### config.mk
export PLATFORM = sky130hd
export DESIGN_NAME = mcd_top
export DESIGN_NICKNAME = d
export VERILOG_FILES = /design/src/pkg/mcd_pkg.sv /design/src/design/mcd_top.sv /design/src/design/mcd_axil_slave.sv
export SDC_FILE = /design/constraint.sdc
export NUM_CORES = 1
export LEC_CHECK = 0
export BUFFER_PORTS_ARGS = -buffer_cell sky130_fd_sc_hd__buf_4
export CORE_ASPECT_RATIO = 0.8
export CORE_MARGIN = 4
export CORE_UTILIZATION = 53
export DETAILED_ROUTE_END_ITERATION = 12
export HOLD_SLACK_MARGIN = 0.06
export PLACE_DENSITY = 0.89
export SKIP_LAST_GASP = 1
export SYNTH_ARGS = -nofsm -noshare
export SYNTH_HDL_FRONTEND = slang
export SYNTH_SLANG_ARGS = --single-unit
### constraint.sdc
create_clock -name aclk -period 3.2 [get_ports aclk]
set_input_delay 0 -clock aclk [delete_from_list [all_inputs] [get_ports aclk]]
set_output_delay 0 -clock aclk [all_outputs]
set_load 0.05 [all_outputs]
### src/pkg/mcd_pkg.sv
// Constants and types for the machine check and vector dispatch unit
package mcd_pkg;
  // ----------------------------------------
  // Register indices and byte addresses
  // ----------------------------------------
  localparam int ADDR_W = 12;
  localparam logic [9:0] IDX_VTB = 10'h011;
  localparam logic [9:0] IDX_ACK = 10'h026;
  localparam logic [9:0] IDX_STATUS = 10'h040;
  localparam logic [9:0] IDX_MASK = 10'h041;
  localparam logic [9:0] IDX_STATE = 10'h042;
  localparam logic [ADDR_W-1:0] ADDR_VTB = {IDX_VTB, 2'b00};
  localparam logic [ADDR_W-1:0] ADDR_ACK = {IDX_ACK, 2'b00};
  localparam logic [ADDR_W-1:0] ADDR_STATUS = {IDX_STATUS, 2'b00};
  localparam logic [ADDR_W-1:0] ADDR_MASK = {IDX_MASK, 2'b00};
  localparam logic [ADDR_W-1:0] ADDR_STATE = {IDX_STATE, 2'b00};
  // ----------------------------------------
  // Fields and reset values
  // ----------------------------------------
  localparam logic [31:0] VTB_WRITABLE = 32'h3FFF_FE00;
  localparam logic [31:0] RST_VTB = 32'h0000_0000;
  localparam int EVT_W = 3;
  localparam int EVT_MCHK = 0;
  localparam int EVT_HALT = 1;
  localparam int EVT_EXT = 2;
  localparam logic [EVT_W-1:0] RST_MASK = 3'h0;
  localparam logic [1:0] RESP_OKAY = 2'h0;
  localparam logic [1:0] RESP_SLVERR = 2'h2;
  // ----------------------------------------
  // Stack frame and vector table
  // ----------------------------------------
  localparam logic [31:0] FRAME_SC_OFF = 32'h0000_0018;
  localparam logic [31:0] FRAME_PC_OFF = 32'h0000_001C;
  localparam logic [31:0] FRAME_PSL_OFF = 32'h0000_0020;
  localparam logic [31:0] VEC_MCHK = 32'h0000_0004;
  localparam logic [31:0] VEC_KSNV = 32'h0000_0008;
  localparam logic [31:0] VEC_SOFT = 32'h0000_0054;
  localparam logic [31:0] VEC_HARD = 32'h0000_0060;
  localparam logic [3:0] MCHK_PARAMS = 4'h6;
  localparam logic [4:0] IPL_SOFT = 5'h1A;
  localparam logic [4:0] IPL_HARD = 5'h1D;
  localparam logic [4:0] IPL_EXT_BASE = 5'h14;
  // ----------------------------------------
  // Sequencer states
  // ----------------------------------------
  typedef enum logic [4:0] {
    ST_IDLE = 5'b00001,
    ST_SC = 5'b00010,
    ST_PC = 5'b00100,
    ST_PSL = 5'b01000,
    ST_DISP = 5'b10000
  } mcd_state_t;
endpackage

### src/design/mcd_top.sv
// Machine check frame capture and vector dispatch unit
// Notes on behaviour
// [RL1] On a machine check the shift count is written to the frame word at stack pointer plus 24.
// [RL2] The frame holds the full 32-bit address of the first byte of the checked instruction.
// [RL3] The frame holds the whole 32-bit status longword as it stood at the check.
// [RL4] The acknowledge register sits at index 38, is write-only and reads as nothing.
// [RL5] Invoking the handler sets a busy flag; a new check or memory fault then halts instead.
// [RL6] Software writes zero to the acknowledge register early to clear the busy flag.
// [RL7] Vectors come from a two-page table whose base is register index 17.
// [RL8] The base register holds a physical longword address with zero bits above and below.
// [RL9] Kernel stack not valid dispatches as an abort at offset 08, no parameters, interrupt stack.
// [RL10] A memory soft error dispatches at offset 54 with level 1A.
// [RL11] A memory hard error dispatches at offset 60, no parameters, level 1D.
// [RL12] An external interrupt indexes the table with bits 15 to 2 of its vector.
// [RL13] Vector bit 0 clear takes the level from the request; set leaves it to software.
// [RL14] Handler software finds the device level and sets the priority level itself.
// [RL15] External hardware keeps vectors within 100 to 400 hex except console emulators.
// [RL16] A machine check dispatches as an abort at offset 04 with six parameters.
//
// Decided for this implementation: the AXI4-Lite register port.
module mcd_top
  import mcd_pkg::*;
(
  // Clock and reset
  input wire logic aclk,
  input wire logic aresetn,
  // AXI4-Lite
  input wire logic [mcd_pkg::ADDR_W-1:0] s_awaddr,
  input wire logic [2:0] s_awprot,
  input wire logic s_awvalid,
  output logic s_awready,
  input wire logic [31:0] s_wdata,
  input wire logic [3:0] s_wstrb,
  input wire logic s_wvalid,
  output logic s_wready,
  output logic [1:0] s_bresp,
  output logic s_bvalid,
  input wire logic s_bready,
  input wire logic [mcd_pkg::ADDR_W-1:0] s_araddr,
  input wire logic [2:0] s_arprot,
  input wire logic s_arvalid,
  output logic s_arready,
  output logic [31:0] s_rdata,
  output logic [1:0] s_rresp,
  output logic s_rvalid,
  input wire logic s_rready,
  // Processor state
  input wire logic [31:0] cur_sp,
  input wire logic [31:0] cur_sc,
  input wire logic [31:0] cur_psl,
  input wire logic [31:0] inst_pc,
  // Event requests
  input wire logic mchk_req,
  input wire logic mm_exc,
  input wire logic ksnv_req,
  input wire logic soft_err_req,
  input wire logic hard_err_req,
  input wire logic ext_req,
  input wire logic [1:0] ext_level,
  input wire logic [15:0] ext_vector,
  // Frame writes
  output logic frame_we,
  output logic [31:0] frame_addr,
  output logic [31:0] frame_data,
  // Dispatch
  output logic req_accept,
  output logic disp_valid,
  output logic [31:0] disp_addr,
  output logic [4:0] disp_ipl,
  output logic [3:0] disp_params,
  output logic disp_abort,
  output logic disp_istack,
  output logic dbl_halt,
  output logic mchk_busy,
  output logic irq
);
  mcd_state_t state_reg;
  logic [31:0] vtb_reg;
  logic [EVT_W-1:0] status_reg;
  logic [EVT_W-1:0] mask_reg;
  logic [31:0] sp_reg;
  logic [31:0] sc_reg;
  logic [31:0] pc_reg;
  logic [31:0] psl_reg;
  logic [EVT_W-1:0] evt_set;
  logic wr_en;
  logic wr_ok;
  logic [ADDR_W-1:0] wr_addr;
  logic [31:0] wr_data;
  logic [3:0] wr_strb;
  logic [31:0] rd_data;
  logic rd_ok;
  logic idle;
  logic halt_now;
  logic ack_wr;

  function automatic logic [31:0] vec_addr(input logic [31:0] base, input logic [31:0] off);
    vec_addr = base + off;
  endfunction

  function automatic logic [4:0] ext_ipl(input logic [15:0] vec, input logic [1:0] lvl,
                                         input logic [31:0] processor_status_longword);
    ext_ipl = vec[0] ? processor_status_longword[20:16] : IPL_EXT_BASE + {3'h0, lvl};
  endfunction

  // ----------------------------------------
  // Bus front end
  // ----------------------------------------
  mcd_axil_slave u_bus (
    .aclk(aclk),
    .aresetn(aresetn),
    .s_awaddr(s_awaddr),
    .s_awvalid(s_awvalid),
    .s_awready(s_awready),
    .s_wdata(s_wdata),
    .s_wstrb(s_wstrb),
    .s_wvalid(s_wvalid),
    .s_wready(s_wready),
    .s_bresp(s_bresp),
    .s_bvalid(s_bvalid),
    .s_bready(s_bready),
    .s_arvalid(s_arvalid),
    .s_arready(s_arready),
    .s_rdata(s_rdata),
    .s_rresp(s_rresp),
    .s_rvalid(s_rvalid),
    .s_rready(s_rready),
    .wr_en(wr_en),
    .wr_addr(wr_addr),
    .wr_data(wr_data),
    .wr_strb(wr_strb),
    .wr_ok(wr_ok),
    .rd_data(rd_data),
    .rd_ok(rd_ok)
  );

  // ----------------------------------------
  // Register decode
  // ----------------------------------------
  assign ack_wr = wr_en && wr_addr == ADDR_ACK && wr_data == 32'h0000_0000; // [RL6]
  assign wr_ok = wr_addr == ADDR_VTB || wr_addr == ADDR_ACK || wr_addr == ADDR_STATUS ||
                 wr_addr == ADDR_MASK;

  always_comb begin
    rd_data = 32'h0000_0000;
    rd_ok = 1'b1;
    case (s_araddr)
      ADDR_VTB: rd_data = vtb_reg; // [RL7]
      ADDR_ACK: rd_data = 32'h0000_0000; // [RL4]
      ADDR_STATUS: rd_data = {29'h0, status_reg};
      ADDR_MASK: rd_data = {29'h0, mask_reg};
      ADDR_STATE: rd_data = {27'h0, state_reg[4:1] != 4'h0, mchk_busy, 2'h0, idle};
      default: rd_ok = 1'b0;
    endcase
  end

  always_ff @(posedge aclk) begin
    if (!aresetn) begin
      vtb_reg <= RST_VTB;
    end else if (wr_en && wr_addr == ADDR_VTB) begin
      for (int i = 0; i < 4; i++) begin
        if (wr_strb[i]) vtb_reg[8*i +: 8] <= wr_data[8*i +: 8] & VTB_WRITABLE[8*i +: 8]; // [RL8]
      end
    end
  end

  always_ff @(posedge aclk) begin
    if (!aresetn) begin
      mask_reg <= RST_MASK;
    end else if (wr_en && wr_addr == ADDR_MASK && wr_strb[0]) begin
      mask_reg <= wr_data[EVT_W-1:0];
    end
  end

  // ----------------------------------------
  // Interrupt status
  // ----------------------------------------
  always_ff @(posedge aclk) begin
    if (!aresetn) begin
      status_reg <= '0;
      irq <= 1'b0;
    end else begin
      if (wr_en && wr_addr == ADDR_STATUS && wr_strb[0]) begin
        status_reg <= (status_reg & ~wr_data[EVT_W-1:0]) | evt_set;
      end else begin
        status_reg <= status_reg | evt_set;
      end
      irq <= |((status_reg | evt_set) & mask_reg);
    end
  end

  // ----------------------------------------
  // Event sequencer
  // ----------------------------------------
  assign idle = state_reg == ST_IDLE && !req_accept; // Held request not taken twice
  assign halt_now = idle && mchk_busy && (mchk_req || mm_exc); // [RL5]
  assign evt_set = {idle && !mchk_req && !mm_exc && !ksnv_req && !hard_err_req &&
                    !soft_err_req && ext_req, halt_now, state_reg == ST_DISP};

  always_ff @(posedge aclk) begin
    if (!aresetn) begin
      state_reg <= ST_IDLE;
    end else begin
      case (state_reg)
        ST_IDLE: state_reg <= (idle && mchk_req && !mchk_busy) ? ST_SC : ST_IDLE;
        ST_SC: state_reg <= ST_PC;
        ST_PC: state_reg <= ST_PSL;
        ST_PSL: state_reg <= ST_DISP;
        ST_DISP: state_reg <= ST_IDLE;
        default: state_reg <= ST_IDLE;
      endcase
    end
  end

  always_ff @(posedge aclk) begin
    if (!aresetn) begin
      sp_reg <= '0;
      sc_reg <= '0;
      pc_reg <= '0;
      psl_reg <= '0;
    end else if (idle && mchk_req && !mchk_busy) begin
      sp_reg <= cur_sp;
      sc_reg <= cur_sc; // [RL1]
      pc_reg <= inst_pc; // [RL2]
      psl_reg <= cur_psl; // [RL3]
    end
  end

  // ----------------------------------------
  // Frame writes
  // ----------------------------------------
  always_ff @(posedge aclk) begin
    if (!aresetn) begin
      frame_we <= 1'b0;
      frame_addr <= '0;
      frame_data <= '0;
    end else begin
      frame_we <= state_reg == ST_SC || state_reg == ST_PC || state_reg == ST_PSL;
      case (state_reg)
        ST_SC: begin
          frame_addr <= sp_reg + FRAME_SC_OFF; // [RL1]
          frame_data <= sc_reg;
        end
        ST_PC: begin
          frame_addr <= sp_reg + FRAME_PC_OFF; // [RL2]
          frame_data <= pc_reg;
        end
        ST_PSL: begin
          frame_addr <= sp_reg + FRAME_PSL_OFF; // [RL3]
          frame_data <= psl_reg;
        end
        default: begin
          frame_addr <= frame_addr;
          frame_data <= frame_data;
        end
      endcase
    end
  end

  // ----------------------------------------
  // Busy flag
  // ----------------------------------------
  always_ff @(posedge aclk) begin
    if (!aresetn) begin
      mchk_busy <= 1'b0;
    end else if (state_reg == ST_DISP) begin
      mchk_busy <= 1'b1; // [RL5]
    end else if (ack_wr) begin
      mchk_busy <= 1'b0; // [RL6]
    end
  end

  // ----------------------------------------
  // Dispatch
  // ----------------------------------------
  always_ff @(posedge aclk) begin
    if (!aresetn) begin
      req_accept <= 1'b0;
      disp_valid <= 1'b0;
      disp_addr <= '0;
      disp_ipl <= '0;
      disp_params <= '0;
      disp_abort <= 1'b0;
      disp_istack <= 1'b0;
      dbl_halt <= 1'b0;
    end else begin
      req_accept <= idle && (mchk_req || ksnv_req || hard_err_req || soft_err_req ||
                             ext_req || halt_now);
      dbl_halt <= halt_now; // [RL5]
      disp_valid <= 1'b0;
      disp_params <= 4'h0;
      disp_abort <= 1'b0;
      disp_istack <= 1'b0;
      disp_ipl <= cur_psl[20:16];
      if (state_reg == ST_DISP) begin
        disp_valid <= 1'b1;
        disp_addr <= vec_addr(vtb_reg, VEC_MCHK); // [RL16]
        disp_params <= MCHK_PARAMS; // [RL16]
        disp_abort <= 1'b1;
        disp_ipl <= psl_reg[20:16];
      end else if (idle && !mchk_req && !mm_exc) begin
        if (ksnv_req) begin
          disp_valid <= 1'b1;
          disp_addr <= vec_addr(vtb_reg, VEC_KSNV); // [RL9]
          disp_abort <= 1'b1;
          disp_istack <= 1'b1; // [RL9]
        end else if (hard_err_req) begin
          disp_valid <= 1'b1;
          disp_addr <= vec_addr(vtb_reg, VEC_HARD); // [RL11]
          disp_ipl <= IPL_HARD;
        end else if (soft_err_req) begin
          disp_valid <= 1'b1;
          disp_addr <= vec_addr(vtb_reg, VEC_SOFT); // [RL10]
          disp_ipl <= IPL_SOFT;
        end else if (ext_req) begin
          disp_valid <= 1'b1;
          disp_addr <= vec_addr(vtb_reg, {16'h0, ext_vector[15:2], 2'b00}); // [RL12] [RL7]
          disp_ipl <= ext_ipl(ext_vector, ext_level, cur_psl); // [RL13]
        end
      end
    end
  end

  // ----------------------------------------
  // Checks
  // ----------------------------------------
  property p_sc_word;
    @(posedge aclk) disable iff (!aresetn)
    state_reg == ST_SC |=> frame_we && frame_addr == $past(cur_sp, 2) + 32'h0000_0018 &&
      frame_data == $past(cur_sc, 2) ##1 frame_we ##1 frame_we;
  endproperty
  a_sc_word: assert property (p_sc_word) else $error("shift count frame word wrong"); // [RL1]
  property p_pc_word;
    @(posedge aclk) disable iff (!aresetn)
    state_reg == ST_PC |=> frame_addr == $past(cur_sp, 3) + 32'h0000_001C &&
      frame_data == $past(inst_pc, 3);
  endproperty
  a_pc_word: assert property (p_pc_word) else $error("pc frame word wrong"); // [RL2]
  property p_psl_word;
    @(posedge aclk) disable iff (!aresetn)
    state_reg == ST_PSL |=> frame_data == $past(cur_psl, 4) ##1 disp_valid && disp_abort;
  endproperty
  a_psl_word: assert property (p_psl_word) else $error("psl frame word wrong"); // [RL3]
  property p_ack_reads_zero;
    @(posedge aclk) disable iff (!aresetn)
    s_arvalid && s_arready && s_araddr == ADDR_ACK |=> s_rvalid && s_rdata == 32'h0000_0000;
  endproperty
  a_ack_reads_zero: assert property (p_ack_reads_zero) else $error("ack read not zero"); // [RL4]
  property p_double_halt;
    @(posedge aclk) disable iff (!aresetn)
    idle && mchk_busy && (mchk_req || mm_exc) |=> dbl_halt && !disp_valid &&
      state_reg == ST_IDLE;
  endproperty
  a_double_halt: assert property (p_double_halt) else $error("no double error halt"); // [RL5]
  property p_ack_clears;
    @(posedge aclk) disable iff (!aresetn)
    ack_wr && state_reg != ST_DISP |=> !mchk_busy;
  endproperty
  a_ack_clears: assert property (p_ack_clears) else $error("busy flag not cleared"); // [RL6]
  property p_vtb_mbz;
    @(posedge aclk) disable iff (!aresetn)
    vtb_reg[31:30] == 2'b00 && vtb_reg[8:0] == 9'h000;
  endproperty
  a_vtb_mbz: assert property (p_vtb_mbz) else $error("base reserved bits set"); // [RL8]
  property p_mchk_vec;
    @(posedge aclk) disable iff (!aresetn)
    idle && mchk_req && !mchk_busy |-> ##5 disp_valid && disp_params == 4'h6 &&
      disp_addr == vtb_reg + 32'h0000_0004;
  endproperty
  a_mchk_vec: assert property (p_mchk_vec) else $error("machine check vector wrong"); // [RL16]
  property p_ksnv;
    @(posedge aclk) disable iff (!aresetn)
    idle && ksnv_req && !mchk_req && !mm_exc |=> disp_istack && disp_params == 4'h0 &&
      disp_addr == $past(vtb_reg) + 32'h0000_0008;
  endproperty
  a_ksnv: assert property (p_ksnv) else $error("stack invalid dispatch wrong"); // [RL9]
  property p_hard;
    @(posedge aclk) disable iff (!aresetn)
    idle && hard_err_req && !ksnv_req && !mchk_req && !mm_exc |=> disp_ipl == 5'h1D &&
      disp_addr == $past(vtb_reg) + 32'h0000_0060;
  endproperty
  a_hard: assert property (p_hard) else $error("hard error dispatch wrong"); // [RL11]
  property p_soft;
    @(posedge aclk) disable iff (!aresetn)
    disp_valid && disp_addr == vtb_reg + 32'h0000_0054 && !$past(ext_req) |-> disp_ipl == 5'h1A;
  endproperty
  a_soft: assert property (p_soft) else $error("soft error level wrong"); // [RL10]
  property p_ext;
    @(posedge aclk) disable iff (!aresetn)
    evt_set[EVT_EXT] && !ext_vector[0] |=> disp_valid &&
      disp_ipl == 5'h14 + {3'h0, $past(ext_level)} &&
      disp_addr[15:2] == $past(vtb_reg[15:2]) + $past(ext_vector[15:2]);
  endproperty
  a_ext: assert property (p_ext) else $error("external dispatch wrong"); // [RL12] [RL13]
  c_mchk: cover property (@(posedge aclk) disable iff (!aresetn) state_reg == ST_DISP);
  c_halt: cover property (@(posedge aclk) disable iff (!aresetn) dbl_halt);
  c_ext: cover property (@(posedge aclk) disable iff (!aresetn) evt_set[EVT_EXT] && irq);
endmodule

### src/design/mcd_axil_slave.sv
// AXI4-Lite slave front end for the dispatch unit registers
module mcd_axil_slave
  import mcd_pkg::*;
(
  // Clock and reset
  input wire logic aclk,
  input wire logic aresetn,
  // AXI4-Lite
  input wire logic [mcd_pkg::ADDR_W-1:0] s_awaddr,
  input wire logic s_awvalid,
  output logic s_awready,
  input wire logic [31:0] s_wdata,
  input wire logic [3:0] s_wstrb,
  input wire logic s_wvalid,
  output logic s_wready,
  output logic [1:0] s_bresp,
  output logic s_bvalid,
  input wire logic s_bready,
  input wire logic s_arvalid,
  output logic s_arready,
  output logic [31:0] s_rdata,
  output logic [1:0] s_rresp,
  output logic s_rvalid,
  input wire logic s_rready,
  // Register file side
  output logic wr_en,
  output logic [mcd_pkg::ADDR_W-1:0] wr_addr,
  output logic [31:0] wr_data,
  output logic [3:0] wr_strb,
  input wire logic wr_ok,
  input wire logic [31:0] rd_data,
  input wire logic rd_ok
);
  logic aw_full_reg;
  logic w_full_reg;
  logic aw_full_next;
  logic w_full_next;

  // ----------------------------------------
  // Write channels
  // ----------------------------------------
  assign wr_en = aw_full_reg && w_full_reg && !s_bvalid;

  always_comb begin
    aw_full_next = aw_full_reg;
    w_full_next = w_full_reg;
    if (s_awvalid && s_awready) aw_full_next = 1'b1;
    if (s_wvalid && s_wready) w_full_next = 1'b1;
    if (wr_en) begin
      aw_full_next = 1'b0;
      w_full_next = 1'b0;
    end
  end

  always_ff @(posedge aclk) begin
    if (!aresetn) begin
      aw_full_reg <= 1'b0;
      w_full_reg <= 1'b0;
      s_awready <= 1'b0;
      s_wready <= 1'b0;
      s_bvalid <= 1'b0;
      s_bresp <= RESP_OKAY;
      wr_addr <= '0;
      wr_data <= '0;
      wr_strb <= '0;
    end else begin
      aw_full_reg <= aw_full_next;
      w_full_reg <= w_full_next;
      s_awready <= !aw_full_next && !(wr_en || (s_bvalid && !s_bready));
      s_wready <= !w_full_next && !(wr_en || (s_bvalid && !s_bready));
      if (s_awvalid && s_awready) wr_addr <= s_awaddr;
      if (s_wvalid && s_wready) begin
        wr_data <= s_wdata;
        wr_strb <= s_wstrb;
      end
      if (wr_en) begin
        s_bvalid <= 1'b1;
        s_bresp <= wr_ok ? RESP_OKAY : RESP_SLVERR;
      end else if (s_bready) begin
        s_bvalid <= 1'b0;
      end
    end
  end

  // ----------------------------------------
  // Read channels
  // ----------------------------------------
  always_ff @(posedge aclk) begin
    if (!aresetn) begin
      s_arready <= 1'b0;
      s_rvalid <= 1'b0;
      s_rdata <= '0;
      s_rresp <= RESP_OKAY;
    end else if (s_arvalid && s_arready) begin
      s_arready <= 1'b0;
      s_rvalid <= 1'b1;
      s_rdata <= rd_data;
      s_rresp <= rd_ok ? RESP_OKAY : RESP_SLVERR;
    end else if (s_rvalid && s_rready) begin
      s_rvalid <= 1'b0;
      s_arready <= 1'b1;
    end else if (!s_rvalid) begin
      s_arready <= 1'b1;
    end
  end
endmodule

# == Word level (Yosys, flattened, before mapping) ==
# Cells that the tools add are included.
# word_totals
reg_bits,364
in_bits,225
out_inout_bits,154
elab_cells,178
# op_classes
add_sub_neg,9
n_eq_ne,15
muxes,44
bitwise,6
n_reduce_logical,68
# ops
op,n
32-bit 2-to-1 mux,6
32-bit case mux with 3 select lines,2
30-bit case mux with 4 select lines,1
32-bit by 5-bit adder with 32-bit output (second input constant),2
30-bit by 7-bit adder with 31-bit output (second input constant),2
12-bit by 9-bit == test with 1-bit output (second input constant),5
5-bit 2-to-1 mux,7
32-bit by 6-bit adder with 32-bit output (second input constant),1
32-bit logical NOT,1
30-bit by 16-bit adder with 31-bit output,1
30-bit by 3-bit adder with 31-bit output (second input constant),1
30-bit by 4-bit adder with 31-bit output (second input constant),1
1-bit logical AND,28
12-bit by 7-bit == test with 1-bit output (second input constant),2
12-bit by 8-bit == test with 1-bit output (second input constant),2
1-bit 2-to-1 mux,22
5-bit case mux with 4 select lines,1
1-bit logical NOT,12
1-bit logical OR,12
2-bit AND reduction,4
2-bit nonzero test,4
3-bit AND,2
2-bit 2-to-1 mux,3
3-bit 2-to-1 mux,2
16 further kinds,18

# == Logic depth before layout (Yosys ltp) ==
# depth
depth_word,11
depth_mapped,9
depth_no_buf,7

# == Modules after synthesis ==
# From an unflattened synthesis, not the netlist that was laid out.
# unflattened
cells_unflattened,1869
area_unflattened_um2,15372.2
# by_module_without_submodules
module,instances,cells_each,area_per_inst_um2,seq_area_each_um2
mcd_top,1,1488,11862.6,5345.1
mcd_axil_slave,1,381,3509.6,1781.7

# == Least setup slack after synthesis ==
# Ideal clock, no wire load.
# synth_path
kind,reg-to-reg
from,register vtb_reg[9]
to,register disp_addr[23]
setup_ns,0.063
arrival_ns,2.208
required_time_ns,3.137
path_slack_ns,0.929
path_stages_with_launch,8
n_path_buf,0
synth_period_minus_slack_ns,2.271
cell_sequence,dfxtp_1 -> ha_1 -> fa_1 -> a211oi_1 -> o21ai_0 -> or4bb_1 -> or4_1 -> nand3_1
# synth_between
elab_chain_cells,7
elab_cells_between_ends,11
cone_classes,add/sub: 5; mux: 6
# synth_rtl
element,line_no,source
from (decl),mcd_top.sv:78,logic [31:0] vtb_reg;
"from (signal, indexed assignment)",mcd_top.sv:162,if (wr_strb[i]) vtb_reg[8*i +: 8] <= wr_data[8*i +: 8] & VTB_WRITABLE[8*i +: 8];
30-bit by 16-bit adder with 31-bit output,mcd_top.sv:98,vec_addr = base + off;
32-bit 2-to-1 mux,mcd_top.sv:315,end else if (ext_req) begin
32-bit 2-to-1 mux,mcd_top.sv:311,end else if (soft_err_req) begin
32-bit 2-to-1 mux,mcd_top.sv:307,end else if (hard_err_req) begin
32-bit 2-to-1 mux,mcd_top.sv:302,if (ksnv_req) begin
32-bit 2-to-1 mux,mcd_top.sv:301,end else if (idle && !mchk_req && !mm_exc) begin
32-bit 2-to-1 mux *,mcd_top.sv:295,if (state_reg == ST_DISP) begin
to (signal assigned),mcd_top.sv:297,"disp_addr <= vec_addr(vtb_reg, VEC_MCHK);"
to (signal assigned),mcd_top.sv:304,"disp_addr <= vec_addr(vtb_reg, VEC_KSNV);"
to (signal assigned),mcd_top.sv:309,"disp_addr <= vec_addr(vtb_reg, VEC_HARD);"
to (decl),mcd_top.sv:68,"output logic [31:0] disp_addr,"
# Every way passes the cells marked *; elsewhere a longest branch is shown, timed or not. The select of a mux whose other input is x is not followed.
# A chain may end at the register's enable or synchronous reset.

# == Worst setup path after layout ==
# layout_path
from,register state_reg[3]
to,register disp_ipl[0]
# layout_between
elab_chain_cells,6
elab_cells_between_ends,7
cone_classes,eq/ne: 2; mux: 2; reduce/logical: 3
# layout_rtl
element,line_no,source
from (decl),mcd_top.sv:77,mcd_state_t state_reg;
from (signal assigned),mcd_top.sv:205,ST_IDLE: state_reg <= (idle && mchk_req && !mchk_busy) ? ST_SC : ST_IDLE;
5-bit by 1-bit == test with 1-bit output,mcd_top.sv:195,assign idle = state_reg == ST_IDLE && !req_accept;
1-bit logical AND,mcd_top.sv:195,
1-bit logical AND (2 in series),mcd_top.sv:301,
5-bit 2-to-1 mux,mcd_top.sv:301,
5-bit 2-to-1 mux *,mcd_top.sv:295,
to (signal assigned),mcd_top.sv:294,disp_ipl <= cur_psl[20:16];
to (signal assigned),mcd_top.sv:300,disp_ipl <= psl_reg[20:16];
to (signal assigned),mcd_top.sv:318,"disp_ipl <= ext_ipl(ext_vector, ext_level, cur_psl);"
to (decl),mcd_top.sv:69,"output logic [4:0] disp_ipl,"
# Every way passes the cells marked *; elsewhere a longest branch is shown, timed or not.

==> impl_metrics.env <==
export IMPL_grt_pass1_vias=16500
export IMPL_ys_types=80
export IMPL_finalSetupTns_ps=0
export IMPL_critPathBufInv=2
export IMPL_grt_pass1_wl_um=89200
export IMPL_worst_pin_slew_ps=1270
export IMPL_cts_inserted_buffers=35
export IMPL_htreeDepth=2
export IMPL_gr_total_overflow=0
export IMPL_vdd_drop_max_mv=0.548
export IMPL_syn_instance_count=1780
export IMPL_r2r_slack_ps=280
export IMPL_p_comb_share_pct=15.4
export IMPL_netlist_area_leader_share_pct=47.9
export IMPL_power_density_mw_per_mm2=511
export IMPL_wl_per_cell_um=21.6
export IMPL_rsz0062_at_grt="no"
export IMPL_synth_top_area_cell="dfxtp_1"
export IMPL_rr_startpoint="state_reg[3]"
export IMPL_antenna_found_initial=1
export IMPL_final_nets=2528
export IMPL_synth_area_leaders="dfxtp_1 (48%), nand2_1 (11%), a21oi_1 (8.7%), o21ai_0 (3.7%), clkbuf_1 (2.3%)"
export IMPL_hold_start="ext_vector[10]"
export IMPL_setup_slack_ps=276
export IMPL_max_freq_mhz=342
export IMPL_viasPerCell=6.19
export IMPL_avgSynthCellArea_sq_um=8.22
export IMPL_slew_headroom_pct=15.4
export IMPL_seq_power_share_pct=44.7
export IMPL_min_period_over_period_pct=91.4
export IMPL_finish_utilization_pct=76.5
export IMPL_synthSimpleGateAreaFrac_pct=21.5
export IMPL_cp_data_required_time_ps=3660
export IMPL_netlist_area_sq_mm=0.0146
export IMPL_clk_latency_ps=510
export IMPL_worstSetupPathType="flop to flop"
export IMPL_skew_ps=17.1
export IMPL_sw_frac_of_total_pct=27.8
export IMPL_place_gp_congestion=0.930
export IMPL_dieArea_sq_mm=0.0304
export IMPL_syn2layout_area_growth_pct=42.4
export IMPL_first_pass_iters=8
export IMPL_synth_xor_area_share_pct=1.86
export IMPL_dp_cells=2399
export IMPL_hpwl_um=32500
export IMPL_drv_cap=0
export IMPL_cts_setup_buffers=0
export IMPL_drt_initial_drc_count=2014
export IMPL_hold_viol_final=0
export IMPL_io_pins=379
export IMPL_hp_class="input pin to flop"
export IMPL_ys_async_sr_fraction_pct=0
export IMPL_clkSlewWorstSetupHoldPaths_ps=60
export IMPL_dp_slack_ps=511
export IMPL_cts_root_buf="clkbuf_16"
export IMPL_num_rows=54
export IMPL_crit_fanout=11
export IMPL_die_h_um=157
export IMPL_whs_ps=67.3
export IMPL_cp_start_kind="flop"
export IMPL_drc=0
export IMPL_drtAntennaViolNets=0
export IMPL_synth_compound_area_share_pct=20.9
export IMPL_leakage_uw=0.00841
export IMPL_setup_viol=0
export IMPL_slew_viol_final=0
export IMPL_grtUsageTotal_pct=36.0
export IMPL_vias=16600
export IMPL_ys_seq_elements=350
export IMPL_crit_path_top_delay_cell="dlygate4sd3_1"
export IMPL_die_x_um=194
export IMPL_path_cells="nor4_4 -> and4_1 -> o21ai_0 -> dlygate4sd3_1 -> a31oi_1 -> dlygate4sd3_1"
export IMPL_yosys_most_used_dff="dfxtp_1"
export IMPL_layout_common_cells="nand2_1 (417), buf_4 (376), dfxtp_1 (350), a21oi_1 (255), dlygate4sd3_1 (219)"
export IMPL_min_period_ps=2920
export IMPL_core_area_sq_mm=0.0272
export IMPL_cts_tree="done"
export IMPL_clock_sinks=350
export IMPL_final_common_cell="nand2_1"
export IMPL_grt_max_degree=140
export IMPL_wirelength_um=57900
export IMPL_yosysSeqAreaShare_pct=47.9
export IMPL_end_kind="flop"
export IMPL_muxShareOfSynthArea_pct=2.12
export IMPL_cp_common_cell="dlygate4sd3_1"
export IMPL_synth_edff_count=0
export IMPL_portBuffers=358
export IMPL_max_stage_delay_ps=570
export IMPL_start_util_pct=53.7
export IMPL_synth_fa_ha_area_share_pct=1.08
export IMPL_yosysWarnings=0
export IMPL_synth_top_family_by_area="simple AND/OR/NAND/NOR gates"
export IMPL_clockPowerShare_pct=39.9
export IMPL_layout_cells_non_filler=2680
export IMPL_arrival_ps=3380
export IMPL_internal_power_uw=7690
export IMPL_drive_gt1_share_pct=19.8
export IMPL_critPathTopFamily="buffers and inverters"
export IMPL_crit_start="state_reg[3]"
export IMPL_status="completed"
export IMPL_clk_path_buf_depth=3
export IMPL_p_switching_uw=2960
[stage by stage]
stage	total power (uW)	area, sq um
floorplan	5650	14700
global placement	6110	17500
detailed placement	6160	17500
CTS	10500	20800
global route	10900	20800
finish	10600	20800
[power by group through the flow]
stage	clock network, uW	registers [uW]	logic (uW)
finish	4250	4760	1630
global route	4440	4770	1730
CTS	4210	4740	1550
detailed placement	0	4830	1320
global placement	0	4820	1290
floorplan	0	4970	674
[worst register-to-register path: stages, from the launching register on]
cell and delay (ps):
dfxtp_1 450, nor4_4 530, and4_1 490, o21ai_0 130, dlygate4sd3_1 570, a31oi_1 150
dlygate4sd3_1 550
[path summary, 6_finish.rpt]
path	endpoint	depth (start not counted)
min	disp_addr[10]	4
max	disp_ipl[0]	6
min reg2reg	disp_addr[30]	2
max reg2reg	disp_ipl[0]	6
[cell families (layout without fill, tap and decap cells)]
group                    Yosys count  count (layout)
XOR/XNOR                          31              31
flip-flops                       350             350
multiplexers                      31              31
adder cells (fa/ha/maj)           12              12
AO/OA/AOI/OAI                    513             513
AND/OR/NAND/NOR                  688             688
buffers and inverters            154             676
other                              1              15
[repair_timing]
| item | CTS | global route |
|---|---|---|
| endpoints found under the setup margin | 0 | 1 |
| resized for setup | 0 | 1 |
| endpoints found under the hold margin | 229 | 0 |
| hold buffers | 219 | 0 |
[synth_stat cells, types with 9 or more instances]
library cell and number:
nor2_1 86, clkbuf_1 90, nand4b_1 10, o21ai_0 108, a311oi_1 11, nor4_1 18, nor3_1 17, xor2_1 14
xnor2_1 17, buf_2 27, dfxtp_1 350, a22o_1 21, nand3_1 38, a21oi_1 255, or4_1 11, a22oi_1 33
inv_1 17, buf_4 14, or3_1 9, nand4_1 20, nand2_1 417, a211oi_1 22, nand2b_1 11, ha_1 11
mux2i_1 31
[layer usage]
metal / up-vias / global-route usage (%) / wire (um)
met5: - / 0 / 0
met4: 0 / 20.0 / 3660
met3: 328 / 8.37 / 6120
met2: 1283 / 59.6 / 26900
met1: 7736 / 43.9 / 21200
li1: 7237 / - / -
[final cells by class]
cell class,instances,area [sq um]
inverter,18,75.1
multi-input combinational,1288,7050
timing repair buffer,598,5070
tap,364,455
fill,1618,6390
clock buffer,45,996
clock inverter,15,173
antenna,2,5.00
sequential,350,7010
Power figures use the tool's default switching activity.
